--- src/include/rtcsa_pkg.sv ---
// Shared constants and types of the serial access and retention block
package rtcsa_pkg;
  // Two-wire device address, seven bits
  localparam logic [6:0] RTCSA_DEV_ADDR      = 7'h68;
  // Address map
  localparam logic [7:0] RTCSA_CLOCK_LAST    = 8'h07;
  localparam logic [7:0] RTCSA_FLAGS_ADDR    = 8'h0f;
  localparam logic [7:0] RTCSA_TAMP1_ADDR    = 8'h14;
  localparam logic [7:0] RTCSA_TAMP2_ADDR    = 8'h15;
  localparam logic [7:0] RTCSA_RAM_FIRST     = 8'h20;
  localparam logic [7:0] RTCSA_MAP_LAST      = 8'h9f;
  localparam int         RTCSA_MAP_BYTES     = 160;
  localparam int         RTCSA_CLOCK_BYTES   = 8;
  localparam logic [7:0] RTCSA_MEM_RESET     = 8'h00;
  localparam logic [7:0] RTCSA_PTR_RESET     = 8'h00;
  // Tamper control register fields
  localparam int         RTCSA_TEN_BIT       = 7;
  localparam int         RTCSA_TCM_BIT       = 6;
  localparam int         RTCSA_TPM_BIT       = 5;
  // Event flag register fields
  localparam int         RTCSA_FLAG_T1_BIT   = 0;
  localparam int         RTCSA_FLAG_T2_BIT   = 1;
  // Bit count of one byte on the wire
  localparam logic [3:0] RTCSA_BYTE_BITS     = 4'h8;
  localparam logic [3:0] RTCSA_LAST_TX_BIT   = 4'h7;
  // Timing
  localparam int         RTCSA_CLK_HZ        = 40_000_000;
  localparam int         RTCSA_REC_TIME_US   = 200_000;
  localparam int         RTCSA_REC_CYCLES    = RTCSA_REC_TIME_US * (RTCSA_CLK_HZ / 1_000_000);
  localparam int         RTCSA_REC_WIDTH     = 24;
  // Input synchroniser lanes
  localparam int         RTCSA_SYNC_W        = 8;

  typedef enum logic [3:0] {
    RTCSA_IDLE      = 4'b0000,
    RTCSA_ADDR      = 4'b0001,
    RTCSA_ADDR_ACK  = 4'b0010,
    RTCSA_WADDR     = 4'b0011,
    RTCSA_WADDR_ACK = 4'b0100,
    RTCSA_WDATA     = 4'b0101,
    RTCSA_WDATA_ACK = 4'b0110,
    RTCSA_RDATA     = 4'b0111,
    RTCSA_RDATA_ACK = 4'b1000
  } rtcsa_state_t;
endpackage

--- src/rtl/rtcsa_top.sv ---
// Two-wire slave access, clock freeze, supervisor and tamper logic
`timescale 1ns/1ps
// Overview of operation
// RULE_01: Addressed read: write word address, repeated START, then device address with read.
// RULE_02: During reads the pointer advances only on an acknowledged ack clock.
// RULE_03: Consecutive bytes are sent while the master acknowledges, until STOP.
// RULE_04: Pointer in clock locations 00h to 07h freezes the user clock copy.
// RULE_05: User copy updates again on STOP or pointer leaving the clock range.
// RULE_06: Read without loading pointer starts from the last stored pointer.
// RULE_07: Write sends word address first; device loads it into the pointer.
// RULE_08: Each written byte is stored at pointer; pointer advances on ack clock.
// RULE_09: Device acknowledges device address, word address and every data byte.
// RULE_10: Supply fail deselects the device and blocks every register write.
// RULE_11: Supply fail drives the active-low reset output until supply recovers.
// RULE_12: Out of tolerance, external memory enable is held inactive high.
// RULE_13: Below switchover, battery keeps clock registers and external memory alive.
// RULE_14: In battery backup all signal outputs go high impedance.
// RULE_15: After recovery, enable gating and reset persist for the recovery interval.
// RULE_16: Each tamper input sets its own flag only if its enable is set.
// RULE_17: Connect mode and polarity bits choose which switch change is the event.
// RULE_18: Supply fail aborts any transfer and resets the address pointer.
// RULE_19: User RAM occupies 20h to 9Fh, after the other locations.
// RULE_20: Master withholds ack after last byte; device releases data line high.
// RULE_21: Internal counters keep running while frozen; resume refreshes the user copy.
module rtcsa_top
  import rtcsa_pkg::*;
#(
  parameter int REC_CYCLES = rtcsa_pkg::RTCSA_REC_CYCLES
)(
  input  wire logic mclk,
  input  wire logic reset_n,
  input  wire logic scl,
  input  wire logic sda_in,
  output logic      sda_out,
  output logic      sda_oe_n,
  input  wire logic power_fail,
  input  wire logic battery_mode,
  input  wire logic osc_tick,
  input  wire logic ext_enable_n,
  output logic      external_mem_enable_n,
  output logic      mem_enable_oe_n,
  output logic      reset_out_n,
  output logic      reset_out_oe_n,
  input  wire logic tamper_input_one,
  input  wire logic tamper_input_two
);
  import rtcsa_pkg::*;

  // Recovery count must fit the counter and be nonzero
  if (REC_CYCLES < 1 || REC_CYCLES >= (1 << RTCSA_REC_WIDTH))
  begin : g_bad_rec
    $error("REC_CYCLES out of range");
  end

  logic [RTCSA_SYNC_W-1:0]    sync1;
  logic [RTCSA_SYNC_W-1:0]    sync2;
  logic                       scl_s;
  logic                       sda_s;
  logic                       pf_s;
  logic                       batt_s;
  logic                       tick_s;
  logic                       exen_s;
  logic                       tp1_s;
  logic                       tp2_s;
  logic                       scl_prev;
  logic                       sda_prev;
  logic                       tick_prev;
  logic                       scl_rise;
  logic                       scl_fall;
  logic                       start_c;
  logic                       stop_c;
  logic                       tick_rise;

  rtcsa_state_t               state;
  rtcsa_state_t               next_state;
  logic [3:0]                 bit_cnt;
  logic [3:0]                 next_bit_cnt;
  logic [7:0]                 shreg;
  logic [7:0]                 next_shreg;
  logic [7:0]                 ptr;
  logic [7:0]                 next_ptr;
  logic                       rw;
  logic                       next_rw;
  logic                       drive;
  logic                       next_drive;
  logic                       wr_en;

  logic [7:0]                 mem [0:RTCSA_MAP_BYTES-1];
  logic [63:0]                time_count;
  logic [63:0]                next_time_count;
  logic                       frozen;

  logic                       flag1;
  logic                       flag2;
  logic                       next_flag1;
  logic                       next_flag2;
  logic                       ev1;
  logic                       ev2;

  logic [RTCSA_REC_WIDTH-1:0] rec_cnt;
  logic [RTCSA_REC_WIDTH-1:0] next_rec_cnt;
  logic                       inhibit;
  logic                       next_reset_out_n;
  logic                       next_mem_en_n;

  // Pointer step; past the top of the map it wraps to zero
  function automatic logic [7:0] ptr_inc(input logic [7:0] p);
    ptr_inc = (p >= RTCSA_MAP_LAST) ? RTCSA_PTR_RESET : p + 8'h01;
  endfunction

  // Byte seen by the master at an address
  function automatic logic [7:0] read_byte(input logic [7:0] a);
    logic [7:0] b;
    b = 8'h00;
    if (a <= RTCSA_MAP_LAST)
      b = mem[a];
    if (a == RTCSA_FLAGS_ADDR)
    begin
      b[RTCSA_FLAG_T1_BIT] = flag1;
      b[RTCSA_FLAG_T2_BIT] = flag2;
    end
    read_byte = b;
  endfunction

  // Event when the pin reaches the polarity level (open) or leaves it (closed)
  function automatic logic tamper_event(input logic pin, input logic [7:0] ctl);
    tamper_event = ctl[RTCSA_TCM_BIT] ? (pin == ctl[RTCSA_TPM_BIT])
                                      : (pin != ctl[RTCSA_TPM_BIT]);
  endfunction

  assign {scl_s, sda_s, pf_s, batt_s, tick_s, exen_s, tp1_s, tp2_s} = sync2;
  assign scl_rise  = scl_s & ~scl_prev;
  assign scl_fall  = ~scl_s & scl_prev;
  assign start_c   = scl_s & scl_prev & sda_prev & ~sda_s;
  assign stop_c    = scl_s & scl_prev & ~sda_prev & sda_s;
  assign tick_rise = tick_s & ~tick_prev;

  always_ff @(posedge mclk or negedge reset_n)
  begin
    if (!reset_n)
    begin
      sync1     <= '0;
      sync2     <= '0;
      scl_prev  <= 1'b1;
      sda_prev  <= 1'b1;
      tick_prev <= 1'b0;
    end
    else
    begin
      sync1     <= {scl, sda_in, power_fail, battery_mode, osc_tick,
                    ext_enable_n, tamper_input_one, tamper_input_two};
      sync2     <= sync1;
      scl_prev  <= scl_s;
      sda_prev  <= sda_s;
      tick_prev <= tick_s;
    end
  end

  // Supervisor: reset and memory enable gating
  assign inhibit = pf_s | (rec_cnt != '0);

  always_comb
  begin
    next_rec_cnt = rec_cnt;
    if (pf_s)
      next_rec_cnt = RTCSA_REC_WIDTH'(REC_CYCLES);                       // [RULE_15]
    else if (rec_cnt != '0)
      next_rec_cnt = rec_cnt - 1'b1;                                     // [RULE_15]
    next_reset_out_n = ~inhibit;                                         // [RULE_11]
    next_mem_en_n    = exen_s | inhibit;                                 // [RULE_12]
  end

  always_ff @(posedge mclk or negedge reset_n)
  begin
    if (!reset_n)
    begin
      rec_cnt               <= RTCSA_REC_WIDTH'(REC_CYCLES);
      reset_out_n           <= 1'b0;
      external_mem_enable_n <= 1'b1;
    end
    else
    begin
      rec_cnt               <= next_rec_cnt;
      reset_out_n           <= next_reset_out_n;
      external_mem_enable_n <= next_mem_en_n;
    end
  end

  // Battery backup releases every driven output
  assign reset_out_oe_n  = batt_s;                                       // [RULE_14]
  assign mem_enable_oe_n = batt_s;                                       // [RULE_14]
  assign sda_oe_n        = ~drive | batt_s;                              // [RULE_14]
  assign sda_out         = 1'b0;

  // Two-wire slave engine
  always_comb
  begin
    next_state   = state;
    next_bit_cnt = bit_cnt;
    next_shreg   = shreg;
    next_ptr     = ptr;
    next_rw      = rw;
    next_drive   = drive;
    wr_en        = 1'b0;
    if (inhibit)
    begin
      next_state   = RTCSA_IDLE;                                         // [RULE_18] [RULE_10]
      next_bit_cnt = '0;
      next_drive   = 1'b0;
      next_ptr     = RTCSA_PTR_RESET;                                    // [RULE_18]
    end
    else if (start_c)
    begin
      next_state   = RTCSA_ADDR;                                         // [RULE_01]
      next_bit_cnt = '0;
      next_drive   = 1'b0;
    end
    else if (stop_c)
    begin
      next_state = RTCSA_IDLE;                                           // [RULE_03]
      next_drive = 1'b0;
    end
    else
    begin
      case (state)
        RTCSA_ADDR, RTCSA_WADDR, RTCSA_WDATA:
        begin
          if (scl_rise)
          begin
            next_shreg   = {shreg[6:0], sda_s};
            next_bit_cnt = bit_cnt + 4'h1;
          end
          else if (scl_fall && bit_cnt == RTCSA_BYTE_BITS)
          begin
            next_bit_cnt = '0;
            next_drive   = 1'b1;                                         // [RULE_09]
            if (state == RTCSA_ADDR)
            begin
              if (shreg[7:1] == RTCSA_DEV_ADDR)
              begin
                next_rw    = shreg[0];
                next_state = RTCSA_ADDR_ACK;
              end
              else
              begin
                next_drive = 1'b0;
                next_state = RTCSA_IDLE;
              end
            end
            else if (state == RTCSA_WADDR)
            begin
              next_ptr   = shreg;                                        // [RULE_07]
              next_state = RTCSA_WADDR_ACK;
            end
            else
            begin
              wr_en      = 1'b1;                                         // [RULE_08]
              next_state = RTCSA_WDATA_ACK;
            end
          end
        end
        RTCSA_ADDR_ACK:
        begin
          if (scl_fall)
          begin
            if (rw)
            begin
              next_shreg = read_byte(ptr);                               // [RULE_06] [RULE_01]
              next_drive = ~next_shreg[7];
              next_state = RTCSA_RDATA;
            end
            else
            begin
              next_drive = 1'b0;
              next_state = RTCSA_WADDR;                                  // [RULE_07]
            end
          end
        end
        RTCSA_WADDR_ACK:
        begin
          if (scl_fall)
          begin
            next_drive = 1'b0;
            next_state = RTCSA_WDATA;
          end
        end
        RTCSA_WDATA_ACK:
        begin
          if (scl_rise)
            next_ptr = ptr_inc(ptr);                                     // [RULE_08]
          else if (scl_fall)
          begin
            next_drive = 1'b0;
            next_state = RTCSA_WDATA;
          end
        end
        RTCSA_RDATA:
        begin
          if (scl_fall)
          begin
            if (bit_cnt == RTCSA_LAST_TX_BIT)
            begin
              next_bit_cnt = '0;
              next_drive   = 1'b0;
              next_state   = RTCSA_RDATA_ACK;
            end
            else
            begin
              next_shreg   = {shreg[6:0], 1'b0};
              next_drive   = ~shreg[6];
              next_bit_cnt = bit_cnt + 4'h1;
            end
          end
        end
        RTCSA_RDATA_ACK:
        begin
          if (scl_rise)
          begin
            if (!sda_s)
              next_ptr = ptr_inc(ptr);                                   // [RULE_02]
            else
              next_state = RTCSA_IDLE;                                   // [RULE_20]
          end
          else if (scl_fall)
          begin
            next_shreg = read_byte(ptr);                                 // [RULE_03]
            next_drive = ~next_shreg[7];
            next_state = RTCSA_RDATA;
          end
        end
        default:
        begin
          next_drive = 1'b0;
        end
      endcase
    end
  end

  always_ff @(posedge mclk or negedge reset_n)
  begin
    if (!reset_n)
    begin
      state   <= RTCSA_IDLE;
      bit_cnt <= '0;
      shreg   <= 8'h00;
      ptr     <= RTCSA_PTR_RESET;
      rw      <= 1'b0;
      drive   <= 1'b0;
    end
    else
    begin
      state   <= next_state;
      bit_cnt <= next_bit_cnt;
      shreg   <= next_shreg;
      ptr     <= next_ptr;
      rw      <= next_rw;
      drive   <= next_drive;
    end
  end

  // Clock counters run on regardless of the frozen user copy
  assign frozen = (state != RTCSA_IDLE) && (ptr <= RTCSA_CLOCK_LAST);  // [RULE_04] [RULE_05]

  always_comb
  begin
    next_time_count = time_count;
    if (tick_rise)
      next_time_count = time_count + 64'h1;                              // [RULE_21] [RULE_13]
    if (wr_en && ptr <= RTCSA_CLOCK_LAST)
      next_time_count[ptr[2:0]*8 +: 8] = shreg;
  end

  always_ff @(posedge mclk or negedge reset_n)
  begin
    if (!reset_n)
      time_count <= 64'h0;
    else
      time_count <= next_time_count;
  end

  // Register map storage; user RAM at the top
  always_ff @(posedge mclk or negedge reset_n)
  begin
    if (!reset_n)
    begin
      for (int i = 0; i < RTCSA_MAP_BYTES; i++)
        mem[i] <= RTCSA_MEM_RESET;
    end
    else
    begin
      if (wr_en && ptr <= RTCSA_MAP_LAST)
        mem[ptr] <= shreg;                                               // [RULE_08] [RULE_19]
      if (!frozen)
      begin
        for (int i = 0; i < RTCSA_CLOCK_BYTES; i++)
          mem[i] <= time_count[i*8 +: 8];                                // [RULE_05] [RULE_21]
      end
    end
  end

  // Tamper flags: set by events, cleared only by dropping the enable
  assign ev1 = tamper_event(tp1_s, mem[RTCSA_TAMP1_ADDR]);               // [RULE_17]
  assign ev2 = tamper_event(tp2_s, mem[RTCSA_TAMP2_ADDR]);               // [RULE_17]

  always_comb
  begin
    next_flag1 = mem[RTCSA_TAMP1_ADDR][RTCSA_TEN_BIT] & (flag1 | ev1);   // [RULE_16]
    next_flag2 = mem[RTCSA_TAMP2_ADDR][RTCSA_TEN_BIT] & (flag2 | ev2);   // [RULE_16]
  end

  always_ff @(posedge mclk or negedge reset_n)
  begin
    if (!reset_n)
    begin
      flag1 <= 1'b0;
      flag2 <= 1'b0;
    end
    else
    begin
      flag1 <= next_flag1;
      flag2 <= next_flag2;
    end
  end
endmodule // rtcsa_top

--- config.mk ---
export PLATFORM = sky130hd
export DESIGN_NAME = rtcsa_top
export DESIGN_NICKNAME = d
export VERILOG_FILES = /design/src/include/rtcsa_pkg.sv /design/src/rtl/rtcsa_top.sv
export SDC_FILE = /design/constraint.sdc
export NUM_CORES = 2
export LEC_CHECK = 0
export BUFFER_PORTS_ARGS = -buffer_cell sky130_fd_sc_hd__buf_2
export CAP_MARGIN = 20
export CORE_MARGIN = 2
export CORE_UTILIZATION = 50
export CTS_CLUSTER_SIZE = 25
export DETAILED_ROUTE_END_ITERATION = 10
export PLACE_DENSITY = 0.65
export RECOVER_POWER = 100
export SETUP_SLACK_MARGIN = 0.4
export SLEW_MARGIN = 20
export SYNTH_ARGS = -nofsm -noshare
export SYNTH_HDL_FRONTEND = slang
export SYNTH_SLANG_ARGS = --single-unit
--- constraint.sdc ---
create_clock -name mclk -period 5.6 [get_ports mclk]
set_clock_uncertainty 0.2 [all_clocks]
set_input_delay 0.28 -clock mclk [delete_from_list [all_inputs] [get_ports mclk]]
set_output_delay 0.28 -clock mclk [all_outputs]
set_load 0.02 [all_outputs]
==> flow_results.xml <==
<?xml version="1.0" encoding="UTF-8"?>
<metrics>
  <group name="critical_path">
    <metric name="worstSetupEndpointType" unit="">register</metric>
    <metric name="crit_required" unit="ns">6.07</metric>
    <metric name="slowest_stage" unit="">dfrtp_4</metric>
    <metric name="critical_path_class" unit="">reg2reg</metric>
    <metric name="launching_element_type_of_the_critical_path" unit="">register</metric>
    <metric name="worst-path-max-fanout" unit="">34</metric>
    <metric name="cp_data_arrival_time" unit="ns">5.42</metric>
    <metric name="slowest_delay" unit="ns">0.94</metric>
    <metric name="timing.critical_path.mode_cell" unit="">clkbuf_1</metric>
    <metric name="critical_path.cell_chain" unit="">ha_1, clkbuf_1, inv_1, nor2_1, clkbuf_1, nand3_1, mux2_2</metric>
  </group>
  <group name="grt">
    <metric name="grt_pass1_vias" unit="">42793</metric>
    <metric name="initial_antenna_violation_count" unit="">5</metric>
    <metric name="globalRouteTotalUtil" unit="">0.2755</metric>
    <metric name="gr-total-overflow" unit="">0</metric>
    <metric name="grt_max_degree" unit="">167</metric>
    <metric name="grt_first_pass_wirelength" unit="um">289600</metric>
  </group>
  <group name="logic_synthesis">
    <metric name="yosys.area_share.adder" unit="">0.002529</metric>
    <metric name="post_synth_instance_area" unit="um2">68270</metric>
    <metric name="synth-simple-area-share" unit="">0.07818</metric>
    <metric name="count_of_flip_flops_with_a_built_in_enable_after_synthesis" unit="">0</metric>
    <metric name="synth_top_family_by_area" unit="">multiplexers</metric>
    <metric name="synth_compound_area_frac" unit="">0.03570</metric>
    <metric name="synth_seq_area_share" unit="">0.5196</metric>
    <metric name="synthMuxAreaShare" unit="">0.3286</metric>
    <metric name="synth.yosys.warnings" unit="">0</metric>
    <metric name="syn_nets" unit="">4847</metric>
    <metric name="gate_count_after_technology_mapping" unit="">4824</metric>
    <metric name="ys_ff_latch" unit="">1417</metric>
    <metric name="dominantRegCellSynth" unit="">dfrtp_1</metric>
    <metric name="synthesis.area_per_instance" unit="um2">14.15</metric>
    <metric name="ys_async_sr_fraction" unit="">1.000</metric>
    <metric name="post_synth_num_cell_types" unit="">97</metric>
    <metric name="post_synth_xor_area_fraction" unit="">0.01052</metric>
  </group>
  <group name="clock_tree">
    <metric name="clkLatencyLatePin" unit="ns">0.80</metric>
    <metric name="tritoncts" unit="">built</metric>
    <metric name="holdBufCountCts" unit="">19</metric>
    <metric name="tritoncts.num_buffers" unit="">154</metric>
    <metric name="clk_pin_slew" unit="ns">0.06</metric>
    <metric name="clockRootBuffer" unit="">clkbuf_16</metric>
    <metric name="ctsLongestPathBuffers" unit="">3</metric>
    <metric name="cts.htree.levels" unit="">4</metric>
    <metric name="cts.repair.resized" unit="">0</metric>
    <metric name="clock-sinks" unit="">1417</metric>
    <metric name="post_cts.repair.setup_buffers" unit="">0</metric>
  </group>
  <group name="floorplanning">
    <metric name="initial_utilization" unit="">0.5040</metric>
    <metric name="num_rows" unit="">135</metric>
    <metric name="placeableCoreArea" unit="um2">135500</metric>
    <metric name="dieWidth" unit="um">373.5</metric>
    <metric name="design.portCount" unit="">16</metric>
    <metric name="die_h" unit="um">373.5</metric>
    <metric name="full_die_area" unit="um2">139500</metric>
  </group>
  <group name="routing">
    <metric name="routed_wirelength" unit="um">189600</metric>
    <metric name="antenna_left" unit="">0</metric>
    <metric name="via_count" unit="">41981</metric>
    <metric name="detail_route.iter0.violations" unit="">3627</metric>
    <metric name="drt_pre_antenna_iters" unit="">8</metric>
    <metric name="drt-vias-per-instance" unit="">6.245</metric>
    <metric name="route.detailed.wl_per_inst" unit="um">28.21</metric>
    <metric name="detail_route.drc_violations" unit="">0</metric>
  </group>
  <group name="sta">
    <metric name="final_cycle_utilization_of_the_critical_path" unit="">0.8832</metric>
    <metric name="slew_headroom" unit="">-0.6547</metric>
    <metric name="hold_viol_final" unit="">0</metric>
    <metric name="finalSetupViolCount" unit="">0</metric>
    <metric name="min_clock_period_post_route" unit="ns">4.946</metric>
    <metric name="worst_slew_pin_slew" unit="ns">2.482</metric>
    <metric name="setup_total_negative_slack" unit="ns">0</metric>
    <metric name="rsz_0062_raised_after_global_routing" unit="">false</metric>
    <metric name="fmaxAchievable" unit="MHz">202.2</metric>
    <metric name="final-max-slew-violation-count" unit="">677</metric>
  </group>
  <group name="outcome">
    <metric name="status" unit="">finished, violations left</metric>
    <metric name="violations" unit="">max-capacitance violations, max-slew violations</metric>
  </group>
  <group name="finish">
    <metric name="layout-drive-gt1-share" unit="">0.3889</metric>
    <metric name="fin_nets" unit="">4844</metric>
    <metric name="final_design_area_no_fill" unit="um2">74940</metric>
    <metric name="areaGrowthSynthToFinish" unit="%">9.768</metric>
  </group>
  <group name="placement">
    <metric name="dp_wirelength" unit="um">123300</metric>
    <metric name="port_buffers" unit="">14</metric>
    <metric name="detailed_place.area" unit="um2">70560</metric>
    <metric name="gpl.final_weighted_congestion" unit="">0.9227</metric>
  </group>
  <group name="pwr">
    <metric name="vdd_drop_max" unit="mV">0.2510</metric>
    <metric name="power.density_cell_area" unit="nW/um2">285.7</metric>
    <metric name="design_power_total" unit="W">0.02141</metric>
    <metric name="p_leak" unit="nW">34.28</metric>
  </group>
  <group name="job">
    <metric name="maxCapViolations" unit="">9</metric>
  </group>
  <group name="worst_hold_path">
    <metric name="worst_hold_path_type" unit="">reg2reg</metric>
  </group>
</metrics>
## worst max-delay path, delay by kind of cell (launching register included)
family                     cells  cell delay [ns]
DFF                            1             0.94
muxes                          1             0.45
and+or+nand+nor                2             1.12
adders and majority gates      1             0.54
buffers and inverters          3             1.52
## logic make-up (layout without fill, tap and decap cells)
| family | Yosys count | in the layout |
|---|---|---|
| fa+ha+maj | 14 | 14 |
| other cells | 1 | 2 |
| mux | 1709 | 1709 |
| simple gates | 839 | 839 |
| buf+inv | 379 | 495 |
| xor+xnor | 82 | 82 |
| compound gates | 383 | 383 |
| flops | 1417 | 1417 |
## per-stage QoR
stage          setup slack (ns)  instances  hold slack, ns    util
2_1_floorplan             1.576       4824         -0.2156       -
3_3_place_gp              1.169       6426          0.1342  0.5208
3_5_place_dp              1.174       6426          0.1364  0.5208
4_1_cts                   1.152       6720          0.1493  0.5609
5_1_grt                  0.4917       6721          0.1653  0.5532
6_report                 0.6540       6722          0.1469  0.5532
## final timing paths
check                      slack, ns  startpoint  cells past startpoint             to
max in group asynchronous       1.75     reset_n                      4       mem[273]
setup / recovery                0.65      ptr[1]                      7       mem[642]
hold / removal                  0.15    sync1[4]                      0       sync2[4]
min in group asynchronous       0.48     reset_n                      3  time_count[4]
setup reg to reg                0.65      ptr[1]                      7       mem[642]
hold reg to reg                 0.15    sync1[4]                      0       sync2[4]
## cells in the mapped netlist, drive strengths merged, types with 12 or more instances
| cell | instances | area share |
|---|---|---|
| mux4 | 303 | 0.10 |
| a21oi | 102 | 0.0076 |
| ha | 13 | 0.0024 |
| a211oi | 12 | 0.0013 |
| and3 | 17 | 0.0016 |
| or3 | 14 | 0.0013 |
| mux2 | 1230 | 0.20 |
| nor4 | 28 | 0.0032 |
| o22ai | 16 | 0.0015 |
| xnor2 | 41 | 0.0053 |
| nand3 | 80 | 0.0067 |
| dfrtp | 1407 | 0.52 |
| nor2 | 271 | 0.031 |
| o21ai | 107 | 0.0079 |
| nor3 | 42 | 0.0033 |
| nand4 | 45 | 0.0055 |
| xor2 | 41 | 0.0053 |
| mux2i | 176 | 0.026 |
| clkbuf | 226 | 0.012 |
| nand2 | 235 | 0.013 |
| inv | 33 | 0.0018 |
| buf | 120 | 0.011 |
| nor2b | 22 | 0.0020 |
| nand2b | 16 | 0.0015 |
| a22oi | 51 | 0.0056 |
## final cells by class
| type | count | area (um2) |
|---|---|---|
| timing repair buffer | 187 | 1501 |
| antenna | 1 | 2.502 |
| clock inverter | 40 | 590.6 |
| multi-input combinational | 3028 | 30320 |
| clock buffer | 235 | 4651 |
| fill | 11073 | 60530 |
| tap | 1781 | 2228 |
| inverter | 33 | 126.4 |
| sequential | 1417 | 35510 |
## state kept, by name, indices dropped and copies added, names as in the netlist
register,cells
shreg,8
flag1,1
sync2,8
flag2,1
mem,1280
reset_out_n,1
time_count,64
sda_prev,1
tick_prev,1
state,4
external_mem_enable_n,1
sync1,8
bit_cnt,4
rec_cnt,24
ptr,8
drive,1
scl_prev,1
rw,1
## layout by cell type, fill, tap and decap left out, drive strengths merged, types with 28 or more instances in the layout
cell type  count
buf          125
mux2        1230
mux2i        176
nand4         45
inv           39
mux4         303
a21oi        102
nand2        235
nand3         80
nor4          28
dfrtp       1407
clkbuf       278
xnor2         41
a22oi         51
nor3          42
xor2          41
nor2         271
o21ai        107
## where the power goes
group	total [W]	internal, W	switching (W)
combinational	0.000551	0.000162	0.000389
clock	0.0105	0.00620	0.00428
sequential	0.0104	0.0103	0.0000702
## routing by layer
layer | routed length (um) | global-route usage | part of all wire | vias to the layer above
met4 | 7586 | 0.1076 | 0.040 | 6
met5 | 65 | 0 | 0.00034 | -
met1 | 84260 | 0.4012 | 0.44 | 22410
met3 | 12550 | 0.05293 | 0.066 | 374
met2 | 85140 | 0.4094 | 0.45 | 1392
li1 | - | - | - | 17799
(Power assumes the default switching activity.)
